[src/design/cfg_handshake_regs.vh]
`ifndef CFG_HANDSHAKE_REGS_VH
`define CFG_HANDSHAKE_REGS_VH

// scheme select encodings
`define SCHEME_AS 2'h0
`define SCHEME_PS 2'h1
`define SCHEME_RSV2 2'h2
`define SCHEME_RSV3 2'h3

// power-up hold of the error status line, in ns
`define POR_HOLD_NS 5000
`define CLK_PERIOD_NS 5
// longest time rounds down; 1000 cycles
`define POR_HOLD_CYC (`POR_HOLD_NS / `CLK_PERIOD_NS)

// configuration data length in bits
`define CFG_BITS_DEFAULT 32'h0000_0400

// interrupt register layout, indices
`define IRQ_DONE_BIT 0
`define IRQ_ERR_BIT 1
`define IRQ_ABORT_BIT 2
`define IRQ_RECFG_BIT 3
`define IRQ_WIDTH 4

// register offsets
`define REG_STATUS 4'h0
`define REG_IRQ_STAT 4'h4
`define REG_IRQ_MASK 4'h8
`define REG_CONTROL 4'hc

`endif

[src/design/fpga_config_handshake_control.v]
// What this block does
// - test-port configuration wins; active-serial configuration is aborted.
// - configuration scheme comes from the two-bit scheme select value.
// - low configure request in user mode clears config, resets, floats user I/O.
// - rising configure request starts a new configuration; only way to reconfigure.
// - error status driven low at power-up, released within 5 us.
// - a configuration error pulls the error status line low.
// - error status pulled low outside during config or init gives error state.
// - after init, error status line levels and edges are ignored.
// - configuration-done held low before and during configuration.
// - configuration-done released once all data arrives without error.
// - once configuration-done reads high, initialise then enter user mode.
// - after init, a low configuration-done line has no effect.
`timescale 1ns/1ps
`include "cfg_handshake_regs.vh"
module fpga_config_handshake_control
#(
  parameter [31:0] POR_HOLD_CYCLES = `POR_HOLD_CYC,
  parameter [31:0] CFG_BITS = `CFG_BITS_DEFAULT
)
(
  // clock and reset
  input wire ref_clk,
  input wire rst_n,
  // configuration pins
  input wire [1:0] schemeSelect,
  input wire configRequest_n,
  input wire chainEnable_n,
  // error status open-drain pin
  input wire errorStatusIn_n,
  output wire errorStatusOut_n,
  output wire errorStatusOe,
  // configuration-done open-drain pin
  input wire configCompleteIn,
  output wire configCompleteOut,
  output wire configCompleteOe,
  // configuration data from the loader
  input wire dataStrobe,
  input wire dataError,
  input wire testPortActive,
  input wire activeSerialActive,
  // user-mode results
  output reg userMode_r,
  output reg userIoFloat_r,
  output reg activeSerialEn_r,
  output reg [1:0] scheme_r,
  // register port
  input wire [3:0] regAddr,
  input wire [31:0] regWrData,
  input wire regWr,
  input wire regRd,
  output reg [31:0] regRdData,
  output wire irq
);

  ////////////////////////////////////////////////////////////////////////////
  localparam ST_POR = 3'h0;
  localparam ST_WAIT = 3'h1;
  localparam ST_CONFIG = 3'h2;
  localparam ST_INIT = 3'h3;
  localparam ST_USER = 3'h4;
  localparam ST_ERROR = 3'h5;
  localparam ST_RESET = 3'h6;

  wire [3:0] pinsSync;
  wire [1:0] selSync;
  wire cfgReqSync;
  wire errLineSync;
  wire doneLineSync;
  wire ceSync;
  reg cfgReqPrev_r;
  reg [2:0] state_r;
  reg [2:0] state_nxt;
  reg [31:0] count_r;
  reg [31:0] count_nxt;
  reg errDrive_r;
  reg doneDrive_r;
  reg [`IRQ_WIDTH-1:0] events;
  reg softReconfig_r;
  wire [`IRQ_WIDTH-1:0] irqStat;
  wire [`IRQ_WIDTH-1:0] irqMask;
  wire cfgReqRise;
  wire [1:0] odDrive;
  wire [1:0] odLevel;
  wire [1:0] odEnable;
  reg [1:0] schemeNext;
  genvar odIdx;

  ////////////////////////////////////////////////////////////////////////////
  // every pin passes two flops before any logic reads it
  pin_sync #(.WIDTH(5)) uPinSync
  (
    .ref_clk(ref_clk),
    .rst_n(rst_n),
    .pinIn({errorStatusIn_n, configCompleteIn, chainEnable_n, configRequest_n}),
    .syncOut(pinsSync)
  );

  pin_sync #(.WIDTH(2)) uSelSync
  (
    .ref_clk(ref_clk),
    .rst_n(rst_n),
    .pinIn(schemeSelect),
    .syncOut(selSync)
  );

  assign errLineSync = pinsSync[3];
  assign doneLineSync = pinsSync[2];
  assign ceSync = pinsSync[1];
  assign cfgReqSync = pinsSync[0];
  // the sync resets low, so a false rise follows reset; the power-up hold outlasts it
  assign cfgReqRise = cfgReqSync & ~cfgReqPrev_r;

  ////////////////////////////////////////////////////////////////////////////
  // open-drain: only ever drive low; the wire is wired-and of all drivers
  // index 0 is the error status line, index 1 the configuration-done line
  assign odDrive = {doneDrive_r, errDrive_r};
  generate
    for (odIdx = 0; odIdx < 2; odIdx = odIdx + 1)
    begin : gOpenDrain
      // the value is a constant low; only the enable ever moves
      assign odLevel[odIdx] = 1'b0;
      assign odEnable[odIdx] = odDrive[odIdx];
    end
  endgenerate
  assign errorStatusOut_n = odLevel[0];
  assign errorStatusOe = odEnable[0];
  assign configCompleteOut = odLevel[1];
  assign configCompleteOe = odEnable[1];

  ////////////////////////////////////////////////////////////////////////////
  always @*
  begin
    state_nxt = state_r;
    count_nxt = count_r;
    events = {`IRQ_WIDTH{1'b0}};
    case (state_r)
      ST_POR:
      begin
        // own drive released within the hold; 5 us at 200 MHz rounds down
        if (count_r >= POR_HOLD_CYCLES - 32'h0000_0001)
        begin
          state_nxt = ST_WAIT;
          count_nxt = 32'h0000_0000;
        end
        else
          count_nxt = count_r + 32'h0000_0001;
      end
      ST_WAIT:
      begin
        // a memory may keep the line low for long; simply wait for high
        if (errLineSync && cfgReqSync && !ceSync)
        begin
          state_nxt = ST_CONFIG;
          count_nxt = 32'h0000_0000;
        end
      end
      ST_CONFIG:
      begin
        if (!cfgReqSync)
          state_nxt = ST_RESET;
        else if (!errLineSync || dataError)
        begin
          state_nxt = ST_ERROR;
          events[`IRQ_ERR_BIT] = 1'b1;
        end
        // test port wins: active serial is dropped, and no data strobe is counted while both are active
        else if (testPortActive && activeSerialActive)
          events[`IRQ_ABORT_BIT] = 1'b1;
        else if (dataStrobe)
        begin
          if (count_r >= CFG_BITS - 32'h0000_0001)
            state_nxt = ST_INIT;
          count_nxt = count_r + 32'h0000_0001;
        end
      end
      ST_INIT:
      begin
        if (!cfgReqSync)
          state_nxt = ST_RESET;
        else if (!errLineSync)
        begin
          state_nxt = ST_ERROR;
          events[`IRQ_ERR_BIT] = 1'b1;
        end
        // another device may still hold the line; user mode waits for high
        else if (doneLineSync)
        begin
          state_nxt = ST_USER;
          events[`IRQ_DONE_BIT] = 1'b1;
        end
      end
      ST_USER:
      begin
        // error status and configuration-done lines are not looked at here
        if (!cfgReqSync || softReconfig_r)
          state_nxt = ST_RESET;
      end
      ST_ERROR:
      begin
        // held here with the line pulled low until the request goes low
        if (!cfgReqSync)
          state_nxt = ST_RESET;
      end
      ST_RESET:
      begin
        // only a low-then-high on the request restarts configuration
        if (cfgReqRise)
        begin
          state_nxt = ST_WAIT;
          events[`IRQ_RECFG_BIT] = 1'b1;
        end
      end
      default:
        state_nxt = ST_RESET;
    endcase
  end

  ////////////////////////////////////////////////////////////////////////////
  // scheme in force next cycle: the pins are taken only as a configuration starts
  always @*
  begin
    schemeNext = scheme_r;
    if (state_r == ST_WAIT && state_nxt == ST_CONFIG)
      schemeNext = selSync;
  end

  ////////////////////////////////////////////////////////////////////////////
  always @(posedge ref_clk or negedge rst_n)
  begin
    if (!rst_n)
    begin
      state_r <= ST_POR;
      count_r <= 32'h0000_0000;
      cfgReqPrev_r <= 1'b0;
      errDrive_r <= 1'b1;
      doneDrive_r <= 1'b1;
      userMode_r <= 1'b0;
      userIoFloat_r <= 1'b1;
      activeSerialEn_r <= 1'b0;
      scheme_r <= `SCHEME_AS;
    end
    else
    begin
      state_r <= state_nxt;
      count_r <= count_nxt;
      cfgReqPrev_r <= cfgReqSync;
      // registered drives: the open-drain enables never glitch between states
      errDrive_r <= (state_nxt == ST_POR) || (state_nxt == ST_ERROR)
        || (state_nxt == ST_RESET);
      doneDrive_r <= (state_nxt != ST_INIT) && (state_nxt != ST_USER);
      userMode_r <= (state_nxt == ST_USER);
      userIoFloat_r <= (state_nxt != ST_USER);
      scheme_r <= schemeNext;
      // the new scheme, not the last one, decides; no stale first cycle
      activeSerialEn_r <= (state_nxt == ST_CONFIG) && (schemeNext == `SCHEME_AS)
        && !testPortActive;
    end
  end

  ////////////////////////////////////////////////////////////////////////////
  // soft reconfigure: one-cycle pulse from the control register
  always @(posedge ref_clk or negedge rst_n)
  begin
    if (!rst_n)
      softReconfig_r <= 1'b0;
    else
      softReconfig_r <= regWr && (regAddr == `REG_CONTROL) && regWrData[0];
  end

  // status bits are write-one-to-clear; an event in the clearing cycle wins
  irq_regs uIrq
  (
    .ref_clk(ref_clk),
    .rst_n(rst_n),
    .events(events),
    .statClr(regWr && (regAddr == `REG_IRQ_STAT)),
    .maskWr(regWr && (regAddr == `REG_IRQ_MASK)),
    .wrData(regWrData[`IRQ_WIDTH-1:0]),
    .stat_r(irqStat),
    .mask_r(irqMask),
    .irq(irq)
  );

  // read data stand one cycle only and are zero otherwise, so stale reads show
  always @(posedge ref_clk or negedge rst_n)
  begin
    if (!rst_n)
      regRdData <= 32'h0000_0000;
    else if (regRd)
    begin
      case (regAddr)
        `REG_STATUS: regRdData <= {24'h00_0000, scheme_r, userMode_r, 2'h0, state_r};
        `REG_IRQ_STAT: regRdData <= {28'h000_0000, irqStat};
        `REG_IRQ_MASK: regRdData <= {28'h000_0000, irqMask};
        default: regRdData <= 32'h0000_0000;
      endcase
    end
    else
      regRdData <= 32'h0000_0000;
  end
endmodule // fpga_config_handshake_control

[src/design/pin_sync.v]
`timescale 1ns/1ps
module pin_sync
#(
  parameter WIDTH = 1
)
(
  // clock and reset
  input wire ref_clk,
  input wire rst_n,
  // pins in, synchronised out
  input wire [WIDTH-1:0] pinIn,
  output reg [WIDTH-1:0] syncOut
);
  reg [WIDTH-1:0] meta_r;

  // metastable stage feeds only the second stage
  always @(posedge ref_clk or negedge rst_n)
  begin
    if (!rst_n)
    begin
      meta_r <= {WIDTH{1'b0}};
      syncOut <= {WIDTH{1'b0}};
    end
    else
    begin
      meta_r <= pinIn;
      syncOut <= meta_r;
    end
  end
endmodule // pin_sync

[src/design/irq_regs.v]
`timescale 1ns/1ps
`include "cfg_handshake_regs.vh"
module irq_regs
(
  // clock and reset
  input wire ref_clk,
  input wire rst_n,
  // events
  input wire [`IRQ_WIDTH-1:0] events,
  // software access
  input wire statClr,
  input wire maskWr,
  input wire [`IRQ_WIDTH-1:0] wrData,
  output reg [`IRQ_WIDTH-1:0] stat_r,
  output reg [`IRQ_WIDTH-1:0] mask_r,
  output wire irq
);
  reg [`IRQ_WIDTH-1:0] stat_nxt;

  // an event in the clearing cycle wins over the clear
  always @*
  begin
    stat_nxt = stat_r;
    if (statClr)
      stat_nxt = stat_nxt & ~wrData;
    stat_nxt = stat_nxt | events;
  end

  always @(posedge ref_clk or negedge rst_n)
  begin
    if (!rst_n)
    begin
      stat_r <= {`IRQ_WIDTH{1'b0}};
      mask_r <= {`IRQ_WIDTH{1'b0}};
    end
    else
    begin
      stat_r <= stat_nxt;
      if (maskWr)
        mask_r <= wrData;
    end
  end

  assign irq = |(stat_r & mask_r);
endmodule // irq_regs

[config.mk]
export PLATFORM = sky130hd
export DESIGN_NAME = fpga_config_handshake_control
export DESIGN_NICKNAME = d
export VERILOG_FILES = /design/src/design/fpga_config_handshake_control.v /design/src/design/pin_sync.v /design/src/design/irq_regs.v
export VERILOG_INCLUDE_DIRS = /design/src /design/src/design
export SDC_FILE = /design/constraint.sdc
export NUM_CORES = 1
export LEC_CHECK = 0
export BUFFER_PORTS_ARGS = -buffer_cell sky130_fd_sc_hd__buf_2
export CAP_MARGIN = 20
export CORE_UTILIZATION = 53
export CTS_CLUSTER_DIAMETER = 150
export CTS_CLUSTER_SIZE = 28
export DETAILED_ROUTE_END_ITERATION = 12
export PLACE_DENSITY = 0.9
export SLEW_MARGIN = 30
export SYNTH_ARGS = -nofsm -noshare
export SYNTH_HDL_FRONTEND = slang
export SYNTH_SLANG_ARGS = --single-unit
[constraint.sdc]
create_clock -name ref_clk -period 2.8 [get_ports ref_clk]
set_input_delay 0.42 -clock ref_clk [delete_from_list [all_inputs] [get_ports ref_clk]]
set_output_delay 0.42 -clock ref_clk [all_outputs]
set_load 0.05 [all_outputs]
==> run metrics, run 1 <==
outcome complete, but fails checks; failing checks design-rule violations; Clock Sinks 71; Peak supply drop 0.000413 V; Mapped Cells 369; Worst EP required 3.06 ns; period utilisation layout 89.2%; largest net degree at the start of global routing 39; antenna cells 0; clk_skew 0.00708 ns; DRC Markers 8; Fin Setup TNS 0 ns; layout cells sized above 1 18.9%; Fmax 400 MHz; Starting Density 55.6%; max layer used met4; number of global-route vias before repair 2687; initial antenna violation count 0; DIE AREA 7070 um2; GRT Total Usage 21.8%; Worst Setup End Kind flip-flop; Post-DP HPWL 5090 um; vias 2807; wire per inst 14.5 um; Worst-Skew Late Latency 0.34 ns; first-pass GRT wire length 12300 um; commonest non-fill, non-tap cells in the layout 68 x dfrtp_1, 39 x nor2_1, 36 x buf_2, 33 x nand2_1, 27 x conb_1; die width 84.1 um; final setup vio count 0; commonest non-fill, non-tap cell in the layout dfrtp_1; IO Pins 92; synth unique cells 51; Worst Setup Start Kind flip-flop; drt initial violations 237; fillers 492; final slew viol count 0; Final Power 0.00326 W; nets@finish 465; final core utilization 62.9%; MaxCap Viol Count 0; Avg Inst Size Synth 9.68 um2; crit-path max FO 8; Cell Area, Synth 3570 um2; Post-synth EDFFs 0; Die H 84.1 um; RSZ-0062 raised after global routing false; port bufs 36; wl on met1 3270 um; Inserted Clock Buffers 9; Max-slew headroom 48.7%; Clock Tree Buf Depth 2; cts hold-fix bufs 0; Slew @ Worst Pin 0.770 ns; via-per-instance ratio 5.66; drt first pass iters 9; Synth async-reset ratio 100%; DR WL met3 324 um; htree depth 3; placed instance area 3790 um2; Worst-path clk slew 0.08 ns; WS Path Type flip-flop to flip-flop; top_reg_cell synth dfrtp_1; CTS tree yes; critical path data arrival time 2.76 ns; P&R area growth vs syn 13.1%; min-delay worst type primary input to asynchronous set/reset pin; FP Rows 29; post-CTS setup buffer count 0; Congestion Overflow GR 0; Root Driver clkbuf_8; Met2 Routed Length 3500 um; Resize count post-CTS 0; GP Congestion 0.844; leak pwr 1.85 nW; Fin. Hold Viols 0; Core Footprint 6420 um2; synthesized flop and latch total 71; total wire length 7210 um; ANT nets after route 0; post-route cell area 4040 um2; register area share after synthesis 49.8%; PD cells 806 nW/um2; Yosys warnings 0; fin crit period 2.50 ns
-- synth_stat cells (all sizes together), types with 2 or more instances --
| cell type | n | area share (%) |
|---|---|---|
| o21ai | 17 | 2.4 |
| a32o | 2 | 0.56 |
| nor4 | 11 | 2.1 |
| dfstp | 3 | 2.2 |
| nand2 | 33 | 3.5 |
| a21oi | 11 | 1.5 |
| a22o | 10 | 2.5 |
| a21o | 2 | 0.42 |
| a22oi | 2 | 0.42 |
| o311ai | 2 | 0.49 |
| o2bb2ai | 2 | 0.49 |
| nor2b | 11 | 1.9 |
| inv | 8 | 0.84 |
| nand4 | 10 | 1.8 |
| dfrtp | 68 | 48 |
| mux2i | 4 | 1.1 |
| xnor2 | 14 | 3.4 |
| or3 | 7 | 1.2 |
| buf | 30 | 6.1 |
| and2 | 4 | 0.70 |
| clkbuf | 9 | 0.95 |
| nor3b | 2 | 0.42 |
| and3 | 6 | 1.1 |
| xor2 | 2 | 0.49 |
| mux2 | 8 | 2.5 |
| nand3 | 13 | 1.8 |
| nor3 | 18 | 2.5 |
| nor2 | 41 | 4.4 |
| nand2b | 2 | 0.35 |
-- where the power goes --
part	total, W	internal (W)	switching (W)
clock network	0.00100	0.000618	0.000382
logic	0.000942	0.000322	0.000620
registers	0.00131	0.00116	0.000150
-- layout make-up --
| class | count | area (um2) | share of cell area, % |
|---|---|---|---|
| sequential | 71 | 1780 | 44.1 |
| tap | 77 | 96.3 | 2.39 |
| clock buffer | 11 | 141 | 3.50 |
| clock inverter | 5 | 106 | 2.63 |
| inverter | 8 | 30.0 | 0.743 |
| timing repair buffer | 47 | 275 | 6.82 |
| multi-input combinational | 277 | 1610 | 39.8 |
-- cell families after synthesis --
| kind of cell | share of synthesized area (%) |
|---|---|
| multiplexers | 3.64 |
| adder cells (fa/ha/maj) | 0.350 |
| XOR/XNOR | 3.92 |
| AO/OA/AOI/OAI | 11.6 |
| flip-flops | 49.8 |
| buffers and inverters | 7.92 |
| AND/OR/NAND/NOR | 22.6 |
| other | 0.105 |
-- worst paths after layout --
path                                     start             endpoint  slack (ns)  depth (start not counted)
setup reg to reg           uPinSync.syncOut[3]          count_r[31]        0.30                          6
max in group asynchronous                rst_n           count_r[0]        1.99                          2
setup / recovery           uPinSync.syncOut[3]          count_r[31]        0.30                          6
hold / removal                           rst_n  uSelSync.syncOut[0]        0.15                          1
min in group ref_clk           schemeSelect[1]   uSelSync.meta_r[1]        0.18                          1
hold reg to reg             uSelSync.meta_r[1]  uSelSync.syncOut[1]        0.35                          0
-- sequential cells by signal (all words and copies together), names as in the netlist --
register and flops:
count_r 32, regRdData 7, uIrq.mask_r 4, uIrq.stat_r 4
uPinSync.meta_r 4, uPinSync.syncOut 4, state_r 3, scheme_r 2
uSelSync.meta_r 2, uSelSync.syncOut 2, activeSerialEn_r 1, cfgReqPrev_r 1
configCompleteOe 1, errorStatusOe 1, softReconfig_r 1, userIoFloat_r 1
userMode_r 1
-- worst max-delay path: stages, from the launching register on --
cell and delay (ns):
dfrtp_1 0.47, nand2_1 0.14, o32a_1 0.32, or3_1 0.42, or3_1 0.53, or3_1 0.38, a21oi_1 0.15
-- metal layers --
metal  up-vias  track usage, %
met5         -               0
li1       1344               -
met3        12            4.65
met4         0            7.99
met1      1360            29.4
met2        91            34.9
-- stage by stage --
stage               hold WS [ns]  worst slack (ns)  cells
detailed placement         0.337             0.298    480
global route               0.158             0.220    496
CTS                        0.164             0.310    496
global placement           0.333             0.249    480
finish                     0.149             0.303    496
floorplan                  0.124             0.474    395
Note: power is estimated with default switching activity, not from simulation.
==> run 2: changes to the inputs <==
--- a/config.mk
+++ b/config.mk
@@ -6,9 +6,12 @@
 export SDC_FILE = /design/constraint.sdc
 export NUM_CORES = 1
 export LEC_CHECK = 0
+export ABC_CLOCK_PERIOD_IN_PS = 2800
 export BUFFER_PORTS_ARGS = -buffer_cell sky130_fd_sc_hd__buf_2
 export CAP_MARGIN = 20
-export CORE_UTILIZATION = 53
+export CELL_PAD_IN_SITES_DETAIL_PLACEMENT = 1
+export CELL_PAD_IN_SITES_GLOBAL_PLACEMENT = 1
+export CORE_UTILIZATION = 40
 export CTS_CLUSTER_DIAMETER = 150
 export CTS_CLUSTER_SIZE = 28
 export DETAILED_ROUTE_END_ITERATION = 12
==> run metrics, run 2 (synthesis gave the netlist of run 1 again) <==
outcome complete, no violations (was complete, but fails checks); worst reg2reg endpoint count_r[10] (was count_r[31]); post-CTS setup buffer count 0 (unchanged); Worst-Skew Late Latency 0.36 ns (was 0.34 ns); Congestion Overflow GR 0 (unchanged); total wire length 8960 um (was 7210 um); slowest cell delay on critical path 0.56 ns (was 0.53 ns); drt initial violations 114 (was 237); GRT Total Usage 21.5% (was 21.8%); drt first pass iters 4 (was 9); largest net degree at the start of global routing 39 (unchanged); top flop regs count_r: 32 flops, regRdData: 7 flops (unchanged); Top reg by flops count_r (unchanged); Clock Sinks 71 (unchanged); final worst setup slack 0.204 ns (was 0.303 ns); Core Footprint 8680 um2 (was 6420 um2); WS Path Type flip-flop to flip-flop (unchanged); via-per-instance ratio 5.41 (was 5.66); ANT nets after route 0 (unchanged); wire per inst 17.0 um (was 14.5 um); Clock Tree Buf Depth 2 (unchanged); final core utilization 46.3% (was 62.9%); max reg flops 32 (unchanged); IO Pins 92 (unchanged); die width 96.5 um (was 84.1 um); min-delay worst type primary input to asynchronous set/reset pin (unchanged); initial antenna violation count 0 (unchanged); period utilisation layout 92.7% (was 89.2%); DRC Markers 0 (was 8); flop-to-flop setup slack 0.20 ns (was 0.30 ns); CTS tree yes (unchanged); leak pwr 1.83 nW (was 1.85 nW); Max-slew headroom 63.8% (was 48.7%); Starting Density 41.2% (was 55.6%); Fin Setup TNS 0 ns (unchanged); PD cells 778 nW/um2 (was 806 nW/um2); MaxCap Viol Count 0 (unchanged); CP bufs+invs 0 (unchanged); DIE AREA 9310 um2 (was 7070 um2); RSZ-0062 raised after global routing false (unchanged); CP top delay family simple AND/OR/NAND/NOR gates (unchanged); Placement Setup Slack 0.241 ns (was 0.298 ns); Slew @ Worst Pin 0.538 ns (was 0.770 ns); vias 2856 (was 2807); first-pass GRT wire length 15100 um (was 12300 um); Worst-path clk slew 0.08 ns (about the same); Worst EP required 3.10 ns (was 3.06 ns); critical path data arrival time 2.89 ns (was 2.76 ns); cts hold-fix bufs 0 (unchanged); crit-path max FO 9 (was 8); Post-DP HPWL 6220 um (was 5090 um); commonest non-fill, non-tap cells in the layout 68 x dfrtp_1, 40 x nor2_1, 36 x buf_2, 33 x nand2_1, 27 x conb_1 (was 68 x dfrtp_1, 39 x nor2_1, 36 x buf_2, 33 x nand2_1, 27 x conb_1); number of global-route vias before repair 3015 (was 2687); final slew viol count 0 (unchanged); final setup vio count 0 (unchanged); slowest cell on the critical path or4_1 (was or3_1); fin crit period 2.60 ns (was 2.50 ns); Worst Setup Start Kind flip-flop (unchanged); Levels on crit path 7 (was 6); FP Rows 34 (was 29); Peak supply drop 0.000459 V (was 0.000413 V); Die H 96.5 um (was 84.1 um); Inserted Clock Buffers 9 (unchanged); clk_skew 0.00701 ns (was 0.00708 ns); Root Driver clkbuf_8 (unchanged); RR Startpoint count_r[0] (was uPinSync.syncOut[3]); htree depth 3 (unchanged); port bufs 36 (unchanged); cells on worst reg2reg path 7 (was 6); antenna cells 0 (unchanged); Resize count post-CTS 0 (unchanged); worst-path cell chain ha_1 -> a211oi_1 -> nor3_1 -> or4_1 -> o2bb2ai_1 -> nor2_2 -> a22o_1 (was nand2_1 -> o32a_1 -> or3_1 -> or3_1 -> or3_1 -> a21oi_1); GP Congestion 0.833 (was 0.844); Fmax 385 MHz (was 400 MHz); P&R area growth vs syn 12.5% (was 13.1%); Worst Setup End Kind flip-flop (unchanged); Setup crit end count_r[10] (was count_r[31]); layout cells sized above 1 19.0% (was 18.9%); nets@finish 466 (was 465); commonest non-fill, non-tap cell in the layout dfrtp_1 (unchanged); critical path startpoint count_r[0] (was uPinSync.syncOut[3]); Fin. Hold Viols 0 (unchanged)
==> run 2: area by class of cell <==
class | count | area, um2
Inverter | 8 | 30.0
Sequential cell | 71 | 1780
Clock inverter | 7 | 72.6
Multi-Input combinational cell | 277 | 1610
Clock buffer | 9 | 124
Tap cell | 108 | 135
Fill cell | 1045 | 4660
Timing Repair Buffer | 48 | 270
==> run 2: report_power, final <==
group	internal, W	switching [W]
registers	0.00116	0.000143
logic	0.000320	0.000662
clock network	0.000412	0.000427
total	0.00190	0.00123
==> run 2: worst min path at each step <==
| stage | end | from | slack, ns |
|---|---|---|---|
| finish | uSelSync.syncOut[1] | rst_n | 0.10 |
| global route | uSelSync.syncOut[1] | rst_n | 0.14 |
| CTS | uSelSync.syncOut[1] | rst_n | 0.11 |
| detailed placement | uPinSync.syncOut[2] | uPinSync.meta_r[2] | 0.34 |
| global placement | uPinSync.syncOut[0] | uPinSync.meta_r[0] | 0.33 |
| floorplan | activeSerialEn_r | rst_n | 0.12 |
==> run 2: layer usage <==
metal / vias to the layer above / GRT usage (%) / routed length, um
met2: 58 / 37.4 / 4610
met4: 0 / 4.90 / 98
li1: 1341 / - / -
met1: 1446 / 26.9 / 3930
met5: - / 0 / 0
met3: 11 / 5.16 / 314
==> run 2: through the flow <==
stage	instances	hold slack (ns)	area, um2	power (W)
3_5_place_dp	512	0.336	3820	0.00229
6_report	528	0.100	4020	0.00313
2_1_floorplan	395	0.124	3670	0.00203
3_3_place_gp	512	0.333	3820	0.00224
5_1_grt	528	0.135	4020	0.00327
4_1_cts	528	0.112	4020	0.00314
==> run 3: changes to the inputs <==
--- a/config.mk
+++ b/config.mk
@@ -6,12 +6,14 @@
 export SDC_FILE = /design/constraint.sdc
 export NUM_CORES = 1
 export LEC_CHECK = 0
+export ABC_AREA = 1
 export ABC_CLOCK_PERIOD_IN_PS = 2800
 export BUFFER_PORTS_ARGS = -buffer_cell sky130_fd_sc_hd__buf_2
 export CAP_MARGIN = 20
 export CELL_PAD_IN_SITES_DETAIL_PLACEMENT = 1
 export CELL_PAD_IN_SITES_GLOBAL_PLACEMENT = 1
-export CORE_UTILIZATION = 40
+export CORE_MARGIN = 3
+export CORE_UTILIZATION = 39
 export CTS_CLUSTER_DIAMETER = 150
 export CTS_CLUSTER_SIZE = 28
 export DETAILED_ROUTE_END_ITERATION = 12
==> run metrics, run 3 <==
outcome complete, no violations (unchanged); Yosys warnings 0 (unchanged); critical path data arrival time 2.50 ns (was 2.89 ns); drt first pass iters 4 (unchanged); leak pwr 2.12 nW (was 1.83 nW); top cells by area, synth dfrtp_1 42%, nand2_1 10%, nor2_1 6.4% (was dfrtp_1 48%, buf_4 5.9%, nor2_1 4.2%); max reg flops 32 (unchanged); via-per-instance ratio 5.26 (was 5.41); final setup vio count 0 (unchanged); synth unique cells 42 (was 51); MaxCap Viol Count 0 (unchanged); IO Pins 92 (unchanged); Met2 Routed Length 5640 um (was 4610 um); Post-synth EDFFs 0 (unchanged); Peak supply drop 0.000382 V (was 0.000459 V); vias 3716 (was 2856); WS Path Type flip-flop to flip-flop (unchanged); period utilisation layout 79.8% (was 92.7%); P&R area growth vs syn 10.5% (was 12.5%); number of global-route vias before repair 3839 (was 3015); largest net degree at the start of global routing 40 (was 39); top_reg_cell synth dfrtp_1 (unchanged); Mapped Cells 529 (was 369); ANT nets after route 0 (unchanged); Post-DP HPWL 8400 um (was 6220 um); Internal 0.00197 W (was 0.00190 W); Clock Sinks 71 (unchanged); top cells by instance count after synthesis 112 x nand2_1, 69 x nor2_1, 68 x dfrtp_1, 65 x inv_1, 36 x nand3_1 (was 68 x dfrtp_1, 40 x nor2_1, 33 x nand2_1, 28 x buf_4, 18 x nor3_1); GRT Total Usage 20.6% (was 21.5%); htree depth 3 (unchanged); slowest cell delay on critical path 0.41 ns (was 0.56 ns); Inserted Clock Buffers 9 (unchanged); Synth area leader dfrtp_1 (unchanged); Worst EP required 3.07 ns (was 3.10 ns); total wire length 11300 um (was 8960 um); Core Footprint 9950 um2 (was 8680 um2); first-pass GRT wire length 18800 um (was 15100 um); synthesized flop and latch total 71 (unchanged); Max-slew headroom 50.9% (was 63.8%); min-delay worst type primary input to asynchronous set/reset pin (unchanged); initial antenna violation count 0 (unchanged); DIE AREA 11700 um2 (was 9310 um2); fin crit period 2.23 ns (was 2.60 ns); clock share of power 27.4% (was 26.8%); drt initial violations 197 (was 114); sequential power share 38.3% (was 41.8%); max layer used met4 (unchanged); RSZ-0062 raised after global routing false (unchanged); final worst setup slack 0.567 ns (was 0.204 ns); post-CTS setup buffer count 0 (unchanged); Avg Inst Size Synth 7.66 um2 (was 9.68 um2); Fin Setup TNS 0 ns (unchanged); most frequent cell after synthesis nand2_1 (was dfrtp_1); DR WL met3 493 um (was 314 um); Synth async-reset ratio 100% (unchanged); antenna cells 0 (unchanged); port bufs 36 (unchanged); Slew @ Worst Pin 0.737 ns (was 0.538 ns); Clock Tree Buf Depth 2 (unchanged); Final Power 0.00344 W (was 0.00313 W); Top reg by flops count_r (unchanged); critical path's most frequent cell nor2_1; wl on met1 4930 um (was 3930 um); wire per inst 15.9 um (was 17.0 um); commonest non-fill, non-tap cells in the layout 112 x nand2_1, 69 x nor2_1, 68 x dfrtp_1, 65 x inv_1 (was 68 x dfrtp_1, 40 x nor2_1, 36 x buf_2, 33 x nand2_1, 27 x conb_1); Synth top area share 42.0% (was 47.6%); CP top delay family simple AND/OR/NAND/NOR gates (unchanged); Starting Density 40.7% (was 41.2%); cts hold-fix bufs 0 (unchanged); commonest non-fill, non-tap cell in the layout nand2_1 (was dfrtp_1); CP bufs+invs 0 (unchanged); worst-path cell chain ha_1 -> nand2_1 -> nor2_1 -> nand3_1 -> nor2_1 -> nand3_1 -> nor2_1 -> a21oi_1 -> nor3b_1 (was ha_1 -> a211oi_1 -> nor3_1 -> or4_1 -> o2bb2ai_1 -> nor2_2 -> a22o_1); switching share of power 42.8% (was 39.4%); Cell Area, Synth 4050 um2 (was 3570 um2); switching power 0.00147 W (was 0.00123 W); Worst-Skew Late Latency 0.37 ns (was 0.36 ns); nets@finish 620 (was 466); Worst-path clk slew 0.09 ns (was 0.08 ns); final slew viol count 0 (unchanged); Root Driver clkbuf_8 (unchanged); Worst Setup Start Kind flip-flop (unchanged); die width 108 um (was 96.5 um); Worst Setup End Kind flip-flop (unchanged); PD cells 768 nW/um2 (was 778 nW/um2); Die H 108 um (was 96.5 um); Placement Setup Slack 0.638 ns (was 0.241 ns); layout cells sized above 1 12.7% (was 19.0%); CTS tree yes (unchanged); GP Congestion 0.885 (was 0.833); Congestion Overflow GR 0 (unchanged); FP Rows 36 (was 34); register area share after synthesis 43.9% (was 49.8%); Fmax 448 MHz (was 385 MHz); slowest cell on the critical path dfrtp_1 (was or4_1); logic gate share of total power 34.2% (was 31.4%); crit-path max FO 5 (was 9); top flop regs count_r: 32 flops, regRdData: 7 flops (unchanged); Fin. Hold Viols 0 (unchanged); clk_skew 0.0119 ns (was 0.00701 ns); DRC Markers 0 (unchanged); Resize count post-CTS 0 (unchanged)
[run 3: cells by family after synthesis]
logic type / Yosys count / synth area share [%]
simple gates: 279 / 30.8
fa+ha+maj: 1 / 0.309
xor+xnor: 9 / 1.94
other cells: 1 / 0.0925
compound gates: 63 / 9.57
flops: 71 / 43.9
buf+inv: 105 / 13.4
[run 3: metrics by stage]
| stage | instances | hold WS [ns] | instance area (um2) | util (%) |
|---|---|---|---|---|
| floorplan | 555 | 0.124 | 4150 | - |
| global placement | 691 | 0.334 | 4260 | 42.8 |
| detailed placement | 691 | 0.336 | 4260 | 42.8 |
| CTS | 707 | 0.131 | 4480 | 45.0 |
| global route | 707 | 0.139 | 4480 | 45.0 |
| finish | 707 | 0.105 | 4480 | 45.0 |
[run 3: worst paths after layout]
path / from / endpoint / slack, ns / cells past startpoint
worst max-delay path: count_r[0] / count_r[30] / 0.57 / 9
worst min-delay path: rst_n / state_r[0] / 0.11 / 1
worst max register to register: count_r[0] / count_r[30] / 0.57 / 9
worst min register to register: uPinSync.meta_r[3] / uPinSync.syncOut[3] / 0.35 / 0
max in group asynchronous: rst_n / count_r[23] / 2.00 / 2
min in group ref_clk: configCompleteIn / uPinSync.meta_r[2] / 0.16 / 1
[run 3: power by group through the flow]
| stage | clock (W) | sequential [W] | combinational [W] |
|---|---|---|---|
| floorplan | 0 | 0.00145 | 0.000820 |
| global placement | 0 | 0.00132 | 0.00112 |
| detailed placement | 0 | 0.00134 | 0.00117 |
| CTS | 0.000953 | 0.00132 | 0.00118 |
| global route | 0.00100 | 0.00134 | 0.00130 |
| finish | 0.000944 | 0.00132 | 0.00118 |
[run 3: per-layer routing]
layer  vias up  GRT usage, %
li1       1764             -
met1      1835          25.9
met2       101          36.1
met3        16          3.82
met4         0          6.58
met5         -             0
[run 3: area by class of cell]
class / instances / area (um2)
Multi-Input combinational cell: 379 / 1830
Fill cell: 1280 / 5480
Clock buffer: 10 / 128
Timing Repair Buffer: 41 / 230
Tap cell: 133 / 166
Inverter: 67 / 251
Clock inverter: 6 / 93.8
Sequential cell: 71 / 1780
[run 3: worst reg2reg max path, delay by kind of cell (launching register included)]
kind	cells	cell delay (ns)
flops	1	0.41
simple gates	7	1.44
fa+ha+maj	1	0.19
compound gates	1	0.10
